<file path="config.mk">
export PLATFORM = sky130hd
export DESIGN_NAME = spx_top
export DESIGN_NICKNAME = d
export VERILOG_FILES = /design/src/pkg/spx_pkg.sv /design/src/design/spx_sync.sv /design/src/design/spx_fifo.sv /design/src/design/spx_top.sv
export VERILOG_INCLUDE_DIRS = /design/src /design/src/pkg
export SDC_FILE = /design/constraint.sdc
export NUM_CORES = 1
export LEC_CHECK = 0
export BUFFER_PORTS_ARGS = -buffer_cell sky130_fd_sc_hd__buf_2
export CELL_PAD_IN_SITES_DETAIL_PLACEMENT = 0
export CELL_PAD_IN_SITES_GLOBAL_PLACEMENT = 1
export CORE_ASPECT_RATIO = 0.7
export CORE_MARGIN = 2
export CORE_UTILIZATION = 45
export CTS_CLUSTER_SIZE = 14
export DETAILED_ROUTE_END_ITERATION = 10
export PLACE_DENSITY_LB_ADDON = 0.2
export SETUP_SLACK_MARGIN = 0.2
export SYNTH_ARGS = -nofsm -noshare
export SYNTH_HDL_FRONTEND = slang
export SYNTH_HIERARCHICAL = 1
export SYNTH_SLANG_ARGS = --single-unit
</file>
<file path="constraint.sdc">
create_clock -name I_CLK -period 3.9 [get_ports I_CLK]
set_clock_uncertainty 0.1 [all_clocks]
set_input_delay 0.585 -clock I_CLK [delete_from_list [all_inputs] [get_ports I_CLK]]
set_output_delay 0.585 -clock I_CLK [all_outputs]
set_load 0.01 [all_outputs]
</file>
<file path="src/pkg/spx_defs.svh">
// Constants of the serial port block: offsets, fields, reset values.
// Assumes inclusion by the package, by the design files and by the bench.
`ifndef SPX_DEFS_SVH
`define SPX_DEFS_SVH

// ------------------------------------------------------------
// Register byte offsets on the APB port.
// ------------------------------------------------------------
`define SPX_OFS_STATUS 8'h00
`define SPX_OFS_RX 8'h04
`define SPX_OFS_TX 8'h08
`define SPX_OFS_DIV 8'h0C
`define SPX_OFS_CTRL 8'h10

// ------------------------------------------------------------
// Reset values and the idle fill byte.
// ------------------------------------------------------------
`define SPX_CTRL_RST 16'h0000
`define SPX_DIV_RST 8'h00
`define SPX_FILL_ZERO 8'h00

// ------------------------------------------------------------
// Field positions inside the status word.
// ------------------------------------------------------------
`define SPX_ST_IRQ 0
`define SPX_ST_TXC_LO 1
`define SPX_ST_TXUF 4
`define SPX_ST_TXIRQ 5
`define SPX_ST_RXIRQ 6
`define SPX_ST_OVF 7
`define SPX_ST_RXC_LO 8
`define SPX_ST_EXCESS 11

// ------------------------------------------------------------
// Sizes and bit counts.
// ------------------------------------------------------------
`define SPX_FIFO_DEPTH 3'h4
`define SPX_LAST_BIT 3'h7

`endif

</file>
<file path="src/pkg/spx_pkg.sv">
// Types shared by the serial port block.
// Assumes the constant header is reachable on the include path.
`include "spx_defs.svh"

package spx_pkg;

  // Control word, most significant field first.
  typedef struct packed {
    logic [1:0] irq_threshold_sel;    // Threshold code, count is code+1.
    logic tx_queue_purge;             // Flush and hold the transmit queue.
    logic rx_queue_purge;             // Flush and hold the receive queue.
    logic back_to_back_xfer;          // Keep select low across bytes.
    logic internal_loopback_en;       // Feed own output into receiver.
    logic miso_drive_en;              // Push-pull MISO when set.
    logic rx_overrun_replace;         // Overwrite newest byte on overrun.
    logic idle_zero_fill;             // Send zero when queue is empty.
    logic xfer_trigger_sel;           // 1: start on write, 0: on read.
    logic lsb_first;                  // Held only, not used here.
    logic wired_or;                   // Held only, not used here.
    logic clk_idle_high;              // Serial clock idle level.
    logic clk_phase;                  // Held only, not used here.
    logic master_en;                  // Master when set, else slave.
    logic port_en;                    // Block enable.
  } spx_ctrl_type;

  // Master sequencer states.
  typedef enum logic [1:0] {
    SPX_IDLE,
    SPX_ASSERT,
    SPX_SHIFT,
    SPX_STALL
  } spx_state_type;

endpackage

</file>
<file path="src/design/spx_sync.sv">
// Two-stage synchroniser for the serial pins.
// Assumes the inputs are asynchronous to the clock.
module spx_sync
(
  input wire logic i_clk,
  input wire logic i_resetn,
  input wire logic [3:0] i_async,
  output logic [3:0] o_sync
);

  // First stage, read only by the second stage.
  logic [3:0] meta;

  // ------------------------------------------------------------
  // Both stages.
  // ------------------------------------------------------------
  // Pins idle high through reset so no false edge is seen.
  always_ff @(posedge i_clk or negedge i_resetn)
  begin
    if (!i_resetn)
    begin
      meta <= 4'hF;
      o_sync <= 4'hF;
    end
    else
    begin
      meta <= i_async;
      o_sync <= meta;
    end
  end

endmodule

</file>
<file path="src/design/spx_fifo.sv">
// Four-entry byte queue with registered head output.
// Assumes the user pops only when the count is non-zero.
`include "spx_defs.svh"

module spx_fifo
(
  input wire logic i_clk,
  input wire logic i_resetn,
  input wire logic i_flush,
  input wire logic i_wr,
  input wire logic i_overwrite,
  input wire logic [7:0] i_wdata,
  input wire logic i_rd,
  output logic [7:0] o_rdata,
  output logic [2:0] o_count
);

  logic [7:0] mem [4];     // Storage.
  logic [1:0] wptr;        // Next free slot.
  logic [1:0] rptr;        // Oldest entry.
  logic [7:0] next_rdata;  // Head value after this edge.
  logic push;              // Real append.
  logic pop;               // Real removal.

  assign push = i_wr & ~i_overwrite & (o_count != `SPX_FIFO_DEPTH);
  assign pop = i_rd & (o_count != 3'h0);

  // ------------------------------------------------------------
  // Head prediction.
  // ------------------------------------------------------------
  // A write into an empty queue bypasses the array so the head
  // register is valid on the very next cycle.
  always_comb
  begin
    next_rdata = pop ? mem[rptr + 2'h1] : mem[rptr];
    if (push && (o_count == (pop ? 3'h1 : 3'h0)))
      next_rdata = i_wdata;
  end

  // Storage write; an overwrite replaces the newest entry.
  always_ff @(posedge i_clk)
  begin
    if (push)
      mem[wptr] <= i_wdata;
    else if (i_wr && i_overwrite)
      mem[wptr - 2'h1] <= i_wdata;
  end

  // Pointers and occupancy; a flush empties the queue at once.
  always_ff @(posedge i_clk or negedge i_resetn)
  begin
    if (!i_resetn)
    begin
      wptr <= 2'h0;
      rptr <= 2'h0;
      o_count <= 3'h0;
      o_rdata <= 8'h00;
    end
    else if (i_flush)
    begin
      wptr <= 2'h0;
      rptr <= 2'h0;
      o_count <= 3'h0;
      o_rdata <= 8'h00;
    end
    else
    begin
      wptr <= wptr + (push ? 2'h1 : 2'h0);
      rptr <= rptr + (pop ? 2'h1 : 2'h0);
      o_count <= o_count + (push ? 3'h1 : 3'h0) - (pop ? 3'h1 : 3'h0);
      o_rdata <= (i_wr && i_overwrite && o_count == 3'h1) ? i_wdata
                 : next_rdata;
    end
  end

endmodule

</file>
<file path="src/design/spx_top.sv">
// Serial peripheral port with byte queues and APB registers.
// Assumes an APB master on I_CLK and asynchronous serial pins.
//
// Contract
// RULE1: Threshold code sets count one to four.
// RULE2: Top code raises receive interrupt when full.
// RULE3: Transmit purge flushes queue while held set.
// RULE4: Purge held sends last byte or zero.
// RULE5: Transmit writes ignored while purge is set.
// RULE6: Receive purge flushes queue while held set.
// RULE7: Receive purge drops bytes, no interrupts.
// RULE8: Purged receive read still starts a transfer.
// RULE9: Continuous master runs until transmit queue empty.
// RULE10: Select held low across continuous bytes.
// RULE11: Non-continuous transfer is one byte.
// RULE12: One serial clock gap before next byte.
// RULE13: Loopback feeds own output into receiver.
// RULE14: MISO open drain when drive bit clear.
// RULE15: Overrun replaces newest byte or discards new.
// RULE16: Zero fill sends zero on empty queue.
// RULE17: Otherwise empty queue repeats last byte.
// RULE18: Trigger selects write start or read start.
// RULE19: Overflow flags, interrupts, clears on status read.
// RULE20: Flush sets occupancy to zero.
`include "spx_defs.svh"

module spx_top
(
  input wire logic I_CLK,
  input wire logic I_RESETN,
  input wire logic I_PSEL,
  input wire logic I_PENABLE,
  input wire logic I_PWRITE,
  input wire logic [7:0] I_PADDR,
  input wire logic [31:0] I_PWDATA,
  output logic [31:0] O_PRDATA,
  output logic O_PREADY,
  output logic O_PSLVERR,
  output logic O_IRQ,
  input wire logic I_SCLK,
  output logic O_SCLK,
  output logic O_SCLK_OE,
  input wire logic I_MOSI,
  output logic O_MOSI,
  output logic O_MOSI_OE,
  input wire logic I_MISO,
  output logic O_MISO,
  output logic O_MISO_OE,
  input wire logic I_SS_N,
  output logic O_SS_N,
  output logic O_SS_N_OE
);

  // ------------------------------------------------------------
  // Declarations.
  // ------------------------------------------------------------
  spx_pkg::spx_ctrl_type ctrl;     // Control word.
  spx_pkg::spx_state_type state;   // Master sequencer state.
  logic [7:0] div;                 // Half serial period minus one.
  logic [3:0] pins;                // Synchronised serial inputs.
  logic sclk_s, mosi_s, miso_s, ss_n_s;
  logic sclk_d, ss_n_d;            // Previous synchronised levels.
  logic apb_act, wr_tx, rd_rx, rd_st;
  logic go;                        // Pending master start.
  logic [7:0] hcnt;                // Half period counter.
  logic phase;                     // Master clock half.
  logic ss_out;                    // Master select level.
  logic [7:0] sr;                  // Transmit shift register.
  logic [7:0] rxsr;                // Receive shift register.
  logic [2:0] bitcnt;              // Bit in the byte.
  logic [7:0] last_tx;             // Byte sent last.
  logic [7:0] tx_head, rx_head;
  logic [2:0] txc, rxc;            // Queue occupancy.
  logic [2:0] thr;                 // Threshold as a count.
  logic [2:0] tx_sent;             // Bytes sent since last irq.
  logic ovf, rxirq, txirq, txuf, isr;
  logic rx_chk;                    // Re-check receive level.
  logic tick, m_smp, m_trail, m_ld;
  logic s_act, s_lead, s_trail, s_ld;
  logic smp, trail, fin, ld, rx_bit;
  logic rx_full, rx_wr, tx_pop;
  logic ev_rx, ev_tx, ev_ovf, ev_uf;
  logic [7:0] tx_pick;             // Byte loaded on the next load.
  logic [31:0] status;

  assign {sclk_s, mosi_s, miso_s, ss_n_s} = pins;

  // Threshold code 00 to 11 means one to four bytes.
  assign thr = {1'b0, ctrl.irq_threshold_sel} + 3'h1;  // [RULE1]

  // ------------------------------------------------------------
  // Pin synchroniser and queues.
  // ------------------------------------------------------------
  spx_sync u_sync
  (
    .i_clk(I_CLK),
    .i_resetn(I_RESETN),
    .i_async({I_SCLK, I_MOSI, I_MISO, I_SS_N}),
    .o_sync(pins)
  );

  // Transmit queue; held flushed while purge is set.
  spx_fifo u_txq
  (
    .i_clk(I_CLK),
    .i_resetn(I_RESETN),
    .i_flush(ctrl.tx_queue_purge),   // [RULE3] [RULE20]
    .i_wr(wr_tx & ~ctrl.tx_queue_purge),   // [RULE5]
    .i_overwrite(1'b0),
    .i_wdata(I_PWDATA[7:0]),
    .i_rd(tx_pop),
    .o_rdata(tx_head),
    .o_count(txc)
  );

  // Receive queue; held flushed while purge is set.
  spx_fifo u_rxq
  (
    .i_clk(I_CLK),
    .i_resetn(I_RESETN),
    .i_flush(ctrl.rx_queue_purge),   // [RULE6] [RULE20]
    .i_wr(rx_wr),
    .i_overwrite(rx_full),
    .i_wdata(rxsr),
    .i_rd(rd_rx),
    .o_rdata(rx_head),
    .o_count(rxc)
  );

  // ------------------------------------------------------------
  // APB decode.
  // ------------------------------------------------------------
  // Side effects happen on the edge that raises PREADY, once per
  // access, because PREADY gates the access term.
  assign apb_act = I_PSEL & I_PENABLE & ~O_PREADY;
  assign wr_tx = apb_act & I_PWRITE & (I_PADDR == `SPX_OFS_TX);
  assign rd_rx = apb_act & ~I_PWRITE & (I_PADDR == `SPX_OFS_RX);
  assign rd_st = apb_act & ~I_PWRITE & (I_PADDR == `SPX_OFS_STATUS);

  assign status = {20'h0, (rxc > thr), rxc, ovf, rxirq, txirq, txuf,
                   txc, isr};

  // Bus answer: one wait state, read data and error from flops.
  always_ff @(posedge I_CLK or negedge I_RESETN)
  begin
    if (!I_RESETN)
    begin
      O_PREADY <= 1'b0;
      O_PRDATA <= 32'h0000_0000;
      O_PSLVERR <= 1'b0;
    end
    else
    begin
      O_PREADY <= apb_act;
      O_PSLVERR <= 1'b0;
      O_PRDATA <= 32'h0000_0000;
      if (apb_act)
      begin
        unique case (I_PADDR)
          `SPX_OFS_STATUS: O_PRDATA <= status;
          `SPX_OFS_RX: O_PRDATA <= {24'h0, rx_head};
          `SPX_OFS_TX: O_PRDATA <= 32'h0000_0000;
          `SPX_OFS_DIV: O_PRDATA <= {24'h0, div};
          `SPX_OFS_CTRL: O_PRDATA <= {16'h0, ctrl};
          default: O_PSLVERR <= 1'b1;  // Unmapped address.
        endcase
      end
    end
  end

  // Writable configuration registers.
  always_ff @(posedge I_CLK or negedge I_RESETN)
  begin
    if (!I_RESETN)
    begin
      ctrl <= `SPX_CTRL_RST;
      div <= `SPX_DIV_RST;
    end
    else if (apb_act && I_PWRITE)
    begin
      if (I_PADDR == `SPX_OFS_CTRL)
        ctrl <= I_PWDATA[15:0];
      if (I_PADDR == `SPX_OFS_DIV)
        div <= I_PWDATA[7:0];
    end
  end

  // ------------------------------------------------------------
  // Master sequencer.
  // ------------------------------------------------------------
  assign tick = (hcnt == div);
  assign m_smp = (state == spx_pkg::SPX_SHIFT) & tick & ~phase;
  assign m_trail = (state == spx_pkg::SPX_SHIFT) & tick & phase;
  // A continuous run reloads straight after the last bit.
  assign m_ld = ((state == spx_pkg::SPX_ASSERT) & tick) |
                (m_trail & (bitcnt == `SPX_LAST_BIT) &
                 ctrl.back_to_back_xfer & (txc != 3'h0));  // [RULE9]

  // Start request: a data write or a data read, by trigger mode.
  always_ff @(posedge I_CLK or negedge I_RESETN)
  begin
    if (!I_RESETN)
      go <= 1'b0;
    else if (ctrl.xfer_trigger_sel ? wr_tx : rd_rx)  // [RULE18] [RULE8]
      go <= 1'b1;
    // A write taken during a continuous run is carried by that run,
    // so it must not start a stray frame once the run has ended.
    else if (state == spx_pkg::SPX_ASSERT || !ctrl.master_en ||
             (state != spx_pkg::SPX_IDLE && ctrl.back_to_back_xfer &&
              ctrl.xfer_trigger_sel))  // [RULE9]
      go <= 1'b0;
  end

  // Select stays low from start through every continuous byte and
  // rises only when the queue runs dry or the byte was a single one.
  always_ff @(posedge I_CLK or negedge I_RESETN)
  begin
    if (!I_RESETN)
    begin
      state <= spx_pkg::SPX_IDLE;
      hcnt <= 8'h00;
      phase <= 1'b0;
      ss_out <= 1'b1;
    end
    else if (!(ctrl.port_en && ctrl.master_en))
    begin
      state <= spx_pkg::SPX_IDLE;
      hcnt <= 8'h00;
      phase <= 1'b0;
      ss_out <= 1'b1;
    end
    else
    begin
      hcnt <= tick ? 8'h00 : hcnt + 8'h01;
      unique case (state)
        spx_pkg::SPX_IDLE:
        begin
          hcnt <= 8'h00;
          if (go)
          begin
            state <= spx_pkg::SPX_ASSERT;
            ss_out <= 1'b0;                       // [RULE10]
          end
        end
        spx_pkg::SPX_ASSERT:
        begin
          if (tick)
          begin
            state <= spx_pkg::SPX_SHIFT;
            phase <= 1'b0;
          end
        end
        spx_pkg::SPX_SHIFT:
        begin
          if (tick)
            phase <= ~phase;
          if (m_trail && bitcnt == `SPX_LAST_BIT)
          begin
            if (ctrl.back_to_back_xfer && txc != 3'h0)
              state <= spx_pkg::SPX_SHIFT;        // [RULE9] [RULE10]
            else if (!ctrl.back_to_back_xfer && txc != 3'h0 &&
                     ctrl.xfer_trigger_sel)
            begin
              state <= spx_pkg::SPX_STALL;        // [RULE12]
              ss_out <= 1'b1;
            end
            else
            begin
              state <= spx_pkg::SPX_IDLE;         // [RULE11]
              ss_out <= 1'b1;
            end
          end
        end
        spx_pkg::SPX_STALL:
        begin
          // Two half periods make one idle serial clock cycle.
          if (tick)
            phase <= ~phase;
          if (tick && phase)
          begin
            state <= spx_pkg::SPX_ASSERT;         // [RULE12]
            ss_out <= 1'b0;
          end
        end
      endcase
    end
  end

  // ------------------------------------------------------------
  // Slave edge detection.
  // ------------------------------------------------------------
  // Only the second synchroniser stage feeds these edge detectors.
  always_ff @(posedge I_CLK or negedge I_RESETN)
  begin
    if (!I_RESETN)
    begin
      sclk_d <= 1'b0;
      ss_n_d <= 1'b1;
    end
    else
    begin
      sclk_d <= sclk_s ^ ctrl.clk_idle_high;
      ss_n_d <= ss_n_s;
    end
  end

  assign s_act = ctrl.port_en & ~ctrl.master_en & ~ss_n_s;
  assign s_lead = s_act & (sclk_s ^ ctrl.clk_idle_high) & ~sclk_d;
  assign s_trail = s_act & ~(sclk_s ^ ctrl.clk_idle_high) & sclk_d;
  assign s_ld = (s_act & ss_n_d) |
                (s_trail & (bitcnt == `SPX_LAST_BIT));

  // ------------------------------------------------------------
  // Shared shift datapath.
  // ------------------------------------------------------------
  assign smp = m_smp | s_lead;
  assign trail = m_trail | s_trail;
  assign fin = trail & (bitcnt == `SPX_LAST_BIT);
  assign ld = m_ld | s_ld;
  assign tx_pop = ld & ~ctrl.tx_queue_purge;

  // Loopback takes the receive bit from our own output.
  assign rx_bit = ctrl.internal_loopback_en ? sr[7] :   // [RULE13]
                  (ctrl.master_en ? miso_s : mosi_s);

  // Empty or purged queue: zero or a repeat of the last byte.
  assign tx_pick = (txc != 3'h0 && !ctrl.tx_queue_purge) ? tx_head :
                   (ctrl.idle_zero_fill ? `SPX_FILL_ZERO :  // [RULE16]
                    last_tx);                  // [RULE4] [RULE17]

  // Bits go out most significant first on the trailing edge.
  always_ff @(posedge I_CLK or negedge I_RESETN)
  begin
    if (!I_RESETN)
    begin
      sr <= 8'h00;
      rxsr <= 8'h00;
      bitcnt <= 3'h0;
      last_tx <= 8'h00;
    end
    else
    begin
      if (smp)
        rxsr <= {rxsr[6:0], rx_bit};
      if (ld)
      begin
        sr <= tx_pick;
        last_tx <= tx_pick;
        bitcnt <= 3'h0;
      end
      else if (trail)
      begin
        sr <= {sr[6:0], 1'b0};
        bitcnt <= bitcnt + 3'h1;
      end
      else if (!s_act && !ctrl.master_en)
        bitcnt <= 3'h0;
    end
  end

  // ------------------------------------------------------------
  // Receive acceptance and event flags.
  // ------------------------------------------------------------
  assign rx_full = (rxc == `SPX_FIFO_DEPTH);
  // Purge drops every byte; a full queue takes it only as a
  // replacement of the newest entry.
  assign rx_wr = fin & ~ctrl.rx_queue_purge &                 // [RULE7]
                 (~rx_full | ctrl.rx_overrun_replace);       // [RULE15]
  assign ev_ovf = fin & rx_full & ~ctrl.rx_queue_purge;      // [RULE19]
  assign ev_uf = ld & (txc == 3'h0) & ~ctrl.tx_queue_purge;
  // Level check one cycle after a write sees the updated count.
  assign ev_rx = rx_chk & ~ctrl.xfer_trigger_sel &
                 (rxc >= thr) & ~ctrl.rx_queue_purge;   // [RULE1] [RULE2]
  assign ev_tx = fin & ctrl.xfer_trigger_sel &
                 (tx_sent + 3'h1 >= thr);                   // [RULE1]

  // Transmitted byte counter toward the transmit threshold.
  always_ff @(posedge I_CLK or negedge I_RESETN)
  begin
    if (!I_RESETN)
    begin
      tx_sent <= 3'h0;
      rx_chk <= 1'b0;
    end
    else
    begin
      rx_chk <= rx_wr;
      if (ev_tx)
        tx_sent <= 3'h0;
      else if (fin)
        tx_sent <= tx_sent + 3'h1;
    end
  end

  // Sticky flags; a status read clears them but a same-cycle
  // event wins, so no event is lost. Receive purge masks all events from isr.
  always_ff @(posedge I_CLK or negedge I_RESETN)
  begin
    if (!I_RESETN)
    begin
      ovf <= 1'b0;
      rxirq <= 1'b0;
      txirq <= 1'b0;
      txuf <= 1'b0;
      isr <= 1'b0;
    end
    else
    begin
      ovf <= ev_ovf | (ovf & ~rd_st);                        // [RULE19]
      rxirq <= ev_rx | (rxirq & ~rd_st);
      txirq <= ev_tx | (txirq & ~rd_st);
      txuf <= ev_uf | (txuf & ~rd_st);
      isr <= (~ctrl.rx_queue_purge & (ev_ovf | ev_rx | ev_tx | ev_uf))
             | (isr & ~rd_st);                               // [RULE7]
    end
  end

  // ------------------------------------------------------------
  // Registered outputs.
  // ------------------------------------------------------------
  // MISO drives only low when its drive bit is off, so the pin acts
  // as open drain with an external pull-up.
  always_ff @(posedge I_CLK or negedge I_RESETN)
  begin
    if (!I_RESETN)
    begin
      O_IRQ <= 1'b0;
      O_SCLK <= 1'b0;
      O_SCLK_OE <= 1'b0;
      O_MOSI <= 1'b0;
      O_MOSI_OE <= 1'b0;
      O_MISO <= 1'b0;
      O_MISO_OE <= 1'b0;
      O_SS_N <= 1'b1;
      O_SS_N_OE <= 1'b0;
    end
    else
    begin
      O_IRQ <= isr;
      O_SCLK <= (phase & (state == spx_pkg::SPX_SHIFT)) ^ ctrl.clk_idle_high;
      O_SCLK_OE <= ctrl.port_en & ctrl.master_en;
      O_MOSI <= sr[7];
      O_MOSI_OE <= ctrl.port_en & ctrl.master_en;
      O_MISO <= sr[7];
      O_MISO_OE <= s_act & (ctrl.miso_drive_en | ~sr[7]);   // [RULE14]
      O_SS_N <= ss_out;
      O_SS_N_OE <= ctrl.port_en & ctrl.master_en;
    end
  end

endmodule

</file>
# == Word-level counts from Yosys, hierarchy flattened ==
# Memories as Yosys holds them, arrays and structs flattened.
# Index checks and enable logic that the tools add are counted.
# totals
reg_bits,153
ramBits,64
wordCells,285
memories,2
# mem_list
name,depth,width,read_ports,rd_clocked_by_memory_dff,write_ports,line_no,text
u_rxq.mem,4,8,2,0,1,spx_fifo.sv:18,logic [7:0] mem [4];
u_txq.mem,4,8,2,0,1,spx_fifo.sv:18,
# classes
add_sub_neg,15
order_cmp,3
eq_ne,23
muxes,70
n_bitwise,80
n_reduce_logical,39
# ops
cell,count
$mux 8,15
$pmux 16 s4,1
$and 1x1->1,50
$mux 32,1
$mux 1,31
$ne 3x3->1 const B,9
$mux 2,12
$mux 3,7
$eq 8x4->1 const B,2
$logic_and 1x1->1,15
$or 1x1->1,15
$not 1->1,13
$reduce_bool 3->1,3
$add 2x2->2,4
$add 8x1->8 const B,1
$eq 8x3->1 const B,1
$eq 8x5->1 const B,1
$eq 8x8->1,1
$logic_not 8->1,1
$pmux 2 s4,1
$reduce_bool 2->1,4
$reduce_or 8->1,1
$add 3x1->3 const B,2
$add 3x3->3,2
other kinds (26),37

# == Longest topological paths before layout ==
# logic_depth
depth_word,15
depth_mapped,17
ltp_nobuf,16

# == Hierarchy ==
# Netlist, hierarchy kept.
# by_module_without_submodules
module,n_inst,cells_per_inst,area_per_inst_um2,seq_area_each_um2
spx_top,1,448,4889.7,2481.1
spx_fifo (u_rxq),1,137,2272.2,1336.3
spx_fifo (u_txq),1,137,2270.9,1336.3
spx_sync,1,8,210.2,210.2

# == Worst setup path before layout ==
# OpenSTA, ideal clock, no wires.
# synth_timing
path_type,input to register
startpoint,input I_PADDR[1]
endpoint,register u_rxq.o_count[2]
t_arrival_ps,3407
setup_slack_ps,307
path_stages,14
cell_sequence,or4_4 > or3_1 > nor4_1 > o31ai_1 > buf_6 > inv_1 > ha_1 > inv_1 > ha_1 > inv_1 > fa_1 > xor2_1 > and2_1 > nor3_1
# synth_via
elab_chain_cells,6
# synth_lines
item,line_no,text
"start, declared",spx_top.sv:34,"input wire logic [7:0] I_PADDR,"
$eq 8x3->1,n/a,
$and 1x1->1,spx_top.sv:137,assign rd_rx = apb_act & ~I_PWRITE & (I_PADDR == `SPX_OFS_RX);
net rd_rx,spx_top.sv:63,"logic apb_act, wr_tx, rd_rx, rd_st;"
$and 1x1->1,spx_fifo.sv:26,assign pop = i_rd & (o_count != 3'h0);
$mux 1,spx_fifo.sv:70,o_count <= o_count + (push ? 3'h1 : 3'h0) - (pop ? 3'h1 : 3'h0);
$sub 3x3->3,spx_fifo.sv:70,
$mux 3,spx_fifo.sv:59,else if (i_flush)
"end signal, assigned",spx_fifo.sv:70,
"end, declared",spx_fifo.sv:15,output logic [2:0] o_count
# The timed path passes the listed nets, and every way through them passes these cells.
# A chain may end at the register's enable or synchronous reset.

# == Worst setup path in the final report ==
# layout_timing
startpoint,register u_txq.o_count[1]
endpoint,register u_txq.o_count[2]
# layout_via
elab_chain_cells,9
elab_cells_between_ends,13
classes_between,add/sub (2); eq/ne (1); mux (3); bitwise (6); reduce/logical (1)
# layout_lines
item,line_no,text
"start, declared",spx_fifo.sv:15,
"start signal, assigned",spx_fifo.sv:70,
$reduce_bool 3->1,spx_top.sv:197,ctrl.back_to_back_xfer & (txc != 3'h0));
$and 1x1->1,spx_top.sv:196,(m_trail & (bitcnt == `SPX_LAST_BIT) &
$or 1x1->1,spx_top.sv:195,assign m_ld = ((state == spx_pkg::SPX_ASSERT) & tick) |
$or 1x1->1,spx_top.sv:319,assign ld = m_ld | s_ld;
$and 1x1->1,spx_top.sv:320,assign tx_pop = ld & ~ctrl.tx_queue_purge;
net tx_pop,spx_top.sv:81,"logic rx_full, rx_wr, tx_pop;"
$and 1x1->1,spx_fifo.sv:26,
$mux 1,spx_fifo.sv:70,
$sub 3x3->3,spx_fifo.sv:70,
$mux 3,spx_fifo.sv:59,
# The timed path passes the listed nets, and every way through them passes these cells.

==> reports/results.txt <==
The run finished with clean final reports. After synthesis, the largest family of logic cells by area is multiplexers. The floorplan step defined a die boundary enclosing 22600 um^2.

Dividing the detail-routed wire length by the instance count gives 20.0 um. In this run the power spent charging and discharging nets is 1010 uW. The global-route wire length before repair is 35500 um. At the end of the flow, the number of nets in the layout was 892. The placed standard-cell area was 10300 um^2; the minimum clock period was 3.43 ns. The aggregate negative setup slack is 0 ns, and the number of DRC markers after the initial detailed-route iteration is 463. The final-report max-slew violation count was 0. The overall routing resource usage was 20.2%; the total of flip-flops plus latches after synthesis was 201. The number of buffers inserted for hold repair after clock tree synthesis was 0; the required time of the worst setup path was 4.22 ns.

The logs give 5.1% for the share of power burned in combinational logic and 4520 uW for the total power after layout. For this design the top-level I/O count stands at 92. The tools report the estimated wirelength of the detail-placed design as 15700 um.

The path class of the tightest hold or removal check is input pin to flop. Of all nets on the critical path, the largest fanout is 10. Of the cells placed in the final design, the portion with a size suffix greater than 1 is 26.0%.

Synthesis warning total: 6. At the pin with the least slew margin, the transition time is 1.01 ns. Relative to the synthesized area, the layout overhead comes to 14.1%. Counting along the longest clock path gives a buffer depth of 3. Setup repair after global routing left no endpoint under its margin. The initial core utilization was 46.2%.

The tools report the maximum number of pins on one net before global-route repair as 109. In the finished design, the share of the clock period the worst path needs comes to 87.9%. Clock-pin slew was measured on the worst setup and hold paths at 0.06 ns.

Horizontal die dimension: 179 um. Once detail routing completed, the nets flagged for antenna violations numbered 0. The first-pass detailed-route iteration total is 5.

IR analysis of the VDD net gives a maximum drop of 263 uV. Wires add up to 22200 um. Row generation in the floorplan step produced 44 rows.

Cell internal power was estimated by the tool at 3520 uW. The number of antenna violations at the first check in global routing is 1, and the number of global-route vias before repair is 6234. The tools report the count of different cell masters after synthesis as 71. Synthesis handed over a netlist of 730 instances. The number of enable flip-flop cells after synthesis was 64. Net switching is 22.3% of the power. The routed design uses 9260 um of met2 wire. The die is 126 um tall.

The top metal layer carrying routed signals was met5. The run gives 1 as the maximum level of the CTS H-tree. The count of buffers added on input and output ports is 59. The floorplan step defined a core boundary enclosing 20900 um^2.

Clock tree synthesis found a total of 201 sinks. Category of the most critical setup path: flop to flop. The remaining global-route overflow was 0; the wire length the detailed router placed on met1 was 11200 um. After detailed routing, the number of remaining DRC violations is 0. The final-report setup violation count is 0, and the clock network latency to the later pin of the worst-skew pair is 0.50 ns. Timing would allow up to 0.292 GHz. The fraction of synthesis flops using an asynchronous set or reset pin is 68.2%, and the tightest slew margin relative to the limit is 32.8%. Power spread over the standard cell area amounts to 411 nW/um^2. The adder and majority cell fraction of the synthesized area was 3.27%. The detailed router placed 6240 vias in this run. Average footprint of a synthesized cell: 13.2 um^2. TritonCTS built the clock tree. The tools report the library cell used as clock root buffer as sky130_fd_sc_hd__clkbuf_16. The tools report the type of origin of the critical path as a flop. The share of the synthesized area in compound gates (AO/OA/AOI/OAI) is 10.4%.

The final count of hold timing violations was 0; the total non-filler cell area in the finished layout was 11000 um^2. The xor/xnor cell area share of the yosys netlist works out to 2.27%. The tools report the static leakage as 0.00474 uW. The number of diodes added for antenna fixing was 0; the area fraction in and, or, nand and nor cells after synthesis was 9.34%. Wire segments on met3 add up to 1290 um in the final route.

The congestion estimate from routability-driven global placement came to 0.826. The run gives 55.6% as the fraction of the yosys area taken by sequential cells. Sequential cells burn 49.7% of the power.

For this run, the leading register cell type out of synthesis is sky130_fd_sc_hd__dfrtp_1. The share of the core filled with cells was 52.7%. The data arrival time of the critical path was 3.74 ns; the mux contribution to synthesized area was 14.1%. STA classifies the critical path endpoint as a flop. The via-per-instance ratio was 5.62; the part of the total power dissipated in the clock network was 45.2%. The number of max-cap violations is 0, and the post-synthesis cell area is 9640 um^2. The tools report the total CTS buffers as 21.
## Yosys cell counts (9+ instances only)
| cell | count | area [um^2] |
|---|---|---|
| sky130_fd_sc_hd__dfrtp_1 | 126 | 3150 |
| sky130_fd_sc_hd__edfxtp_1 | 64 | 1920 |
| sky130_fd_sc_hd__nor2_1 | 41 | 154 |
| sky130_fd_sc_hd__nand2_1 | 37 | 139 |
| sky130_fd_sc_hd__inv_1 | 35 | 131 |
| sky130_fd_sc_hd__a21oi_1 | 31 | 155 |
| sky130_fd_sc_hd__o21ai_0 | 29 | 145 |
| sky130_fd_sc_hd__buf_4 | 26 | 195 |
| sky130_fd_sc_hd__ha_1 | 22 | 275 |
| sky130_fd_sc_hd__a22oi_1 | 20 | 150 |
| sky130_fd_sc_hd__mux2i_1 | 19 | 190 |
| sky130_fd_sc_hd__mux4_4 | 19 | 475 |
| sky130_fd_sc_hd__o41ai_1 | 16 | 140 |
| sky130_fd_sc_hd__xnor2_1 | 16 | 140 |
| sky130_fd_sc_hd__mux2_2 | 14 | 158 |
| sky130_fd_sc_hd__mux4_2 | 13 | 293 |
| sky130_fd_sc_hd__nor2b_1 | 12 | 75.1 |
| sky130_fd_sc_hd__dfstp_2 | 11 | 289 |
| sky130_fd_sc_hd__and3_1 | 10 | 62.6 |
| sky130_fd_sc_hd__mux2_4 | 10 | 150 |
| sky130_fd_sc_hd__nor3_1 | 10 | 50.1 |
| sky130_fd_sc_hd__o311ai_0 | 9 | 78.8 |
| sky130_fd_sc_hd__xor2_1 | 9 | 78.8 |
## power by group through the flow
stage | sequential (uW) | clock [uW] | combinational [uW]
2_1_floorplan | 2270 | 0 | 140
3_3_place_gp | 2280 | 0 | 223
3_5_place_dp | 2290 | 0 | 231
4_1_cts | 2250 | 2090 | 232
5_1_grt | 2250 | 2170 | 261
6_report | 2250 | 2040 | 233
## worst paths after layout
check / startpoint / to / slack [ns] / depth (start not counted)
min: I_SS_N / u_sync/meta[0]$_DFF_PN1_ / 0.08 / 1
max reg2reg: u_txq/o_count[1]$_DFF_PN0_ / u_txq/o_count[2]$_DFF_PN0_ / 0.47 / 14
max: u_txq/o_count[1]$_DFF_PN0_ / u_txq/o_count[2]$_DFF_PN0_ / 0.47 / 14
min in group asynchronous: I_RESETN / last_tx[2]$_DFFE_PN0N_ / 0.12 / 1
max in group asynchronous: I_RESETN / O_SS_N$_DFF_PN1_ / 2.67 / 2
min reg2reg: u_sync/meta[1]$_DFF_PN1_ / u_sync/o_sync[1]$_DFF_PN1_ / 0.25 / 0
## cells in the final DEF (no fill, tap or decap), types with 24 or more instances in the layout
cell type                  Yosys  final
sky130_fd_sc_hd__edfxtp_1     64     64
sky130_fd_sc_hd__conb_1        1     24
sky130_fd_sc_hd__nand2_1      37     37
sky130_fd_sc_hd__o21ai_0      29     29
sky130_fd_sc_hd__nor2_1       41     41
sky130_fd_sc_hd__inv_1        35     35
sky130_fd_sc_hd__dfrtp_1     126    126
sky130_fd_sc_hd__buf_4        26     34
sky130_fd_sc_hd__a21oi_1      31     31
sky130_fd_sc_hd__buf_2         7     58
## routing by layer
metal,global-route usage [%],vias to the layer above
met1,32.4,3165
met2,28.3,183
met5,0,-
met4,3.73,2
met3,4.38,31
li1,-,2859
## registers in the layout, indices dropped and copies added (netlist names), 4 cells and up
signal         cells
u_rxq/mem         32
u_txq/mem         32
O_PRDATA          16
ctrl              16
div                8
hcnt               8
last_tx            8
rxsr               8
sr                 8
u_rxq/o_rdata      8
u_txq/o_rdata      8
u_sync/meta        4
u_sync/o_sync      4
## logic make-up after synthesis
family	after synthesis
and+or+nand+nor	164
DFF	201
buffers and inverters	86
xor gates and xnor gates	25
other	1
AOI/OAI and AO/OA	146
muxes	83
adders and majority gates	24
## what timing repair did
item                                    4_1_cts  5_1_grt
gates resized for setup                       0        1
endpoints found under the setup margin        0       10
setup buffers                                 0        2
## metrics by stage
| step | cells | setup slack [ns] | hold WS (ns) |
|---|---|---|---|
| after floorplan | 753 | 0.307 | 0.189 |
| after global placement | 1070 | 0.127 | 0.245 |
| after detailed placement | 1070 | 0.108 | 0.247 |
| after CTS | 1108 | 0.352 | 0.0641 |
| after global routing | 1110 | 0.215 | 0.0666 |
| final | 1110 | 0.474 | 0.0829 |
## area by class of cell
class	count	area (um^2)
clock buffer	29	607
clock inverter	9	101
fill	1781	9860
inverter	36	135
multi-input combinational	466	3890
sequential	201	5360
tap	276	345
timing repair buffer	93	557
## critical path, cell delays in order, from the launching register on
cell and delay [ns]:
sky130_fd_sc_hd__dfrtp_1 0.53, sky130_fd_sc_hd__or3_1 0.54, sky130_fd_sc_hd__a41oi_1 0.35, sky130_fd_sc_hd__o31ai_2 0.11, sky130_fd_sc_hd__nor2b_1 0.17, sky130_fd_sc_hd__o31ai_2 0.11
sky130_fd_sc_hd__inv_1 0.09, sky130_fd_sc_hd__ha_1 0.30, sky130_fd_sc_hd__inv_1 0.06, sky130_fd_sc_hd__ha_1 0.13, sky130_fd_sc_hd__inv_1 0.05, sky130_fd_sc_hd__fa_1 0.37
sky130_fd_sc_hd__xor2_1 0.16, sky130_fd_sc_hd__and2_1 0.17, sky130_fd_sc_hd__nor3_1 0.13
No activity file was read; power rests on OpenSTA's default activity.
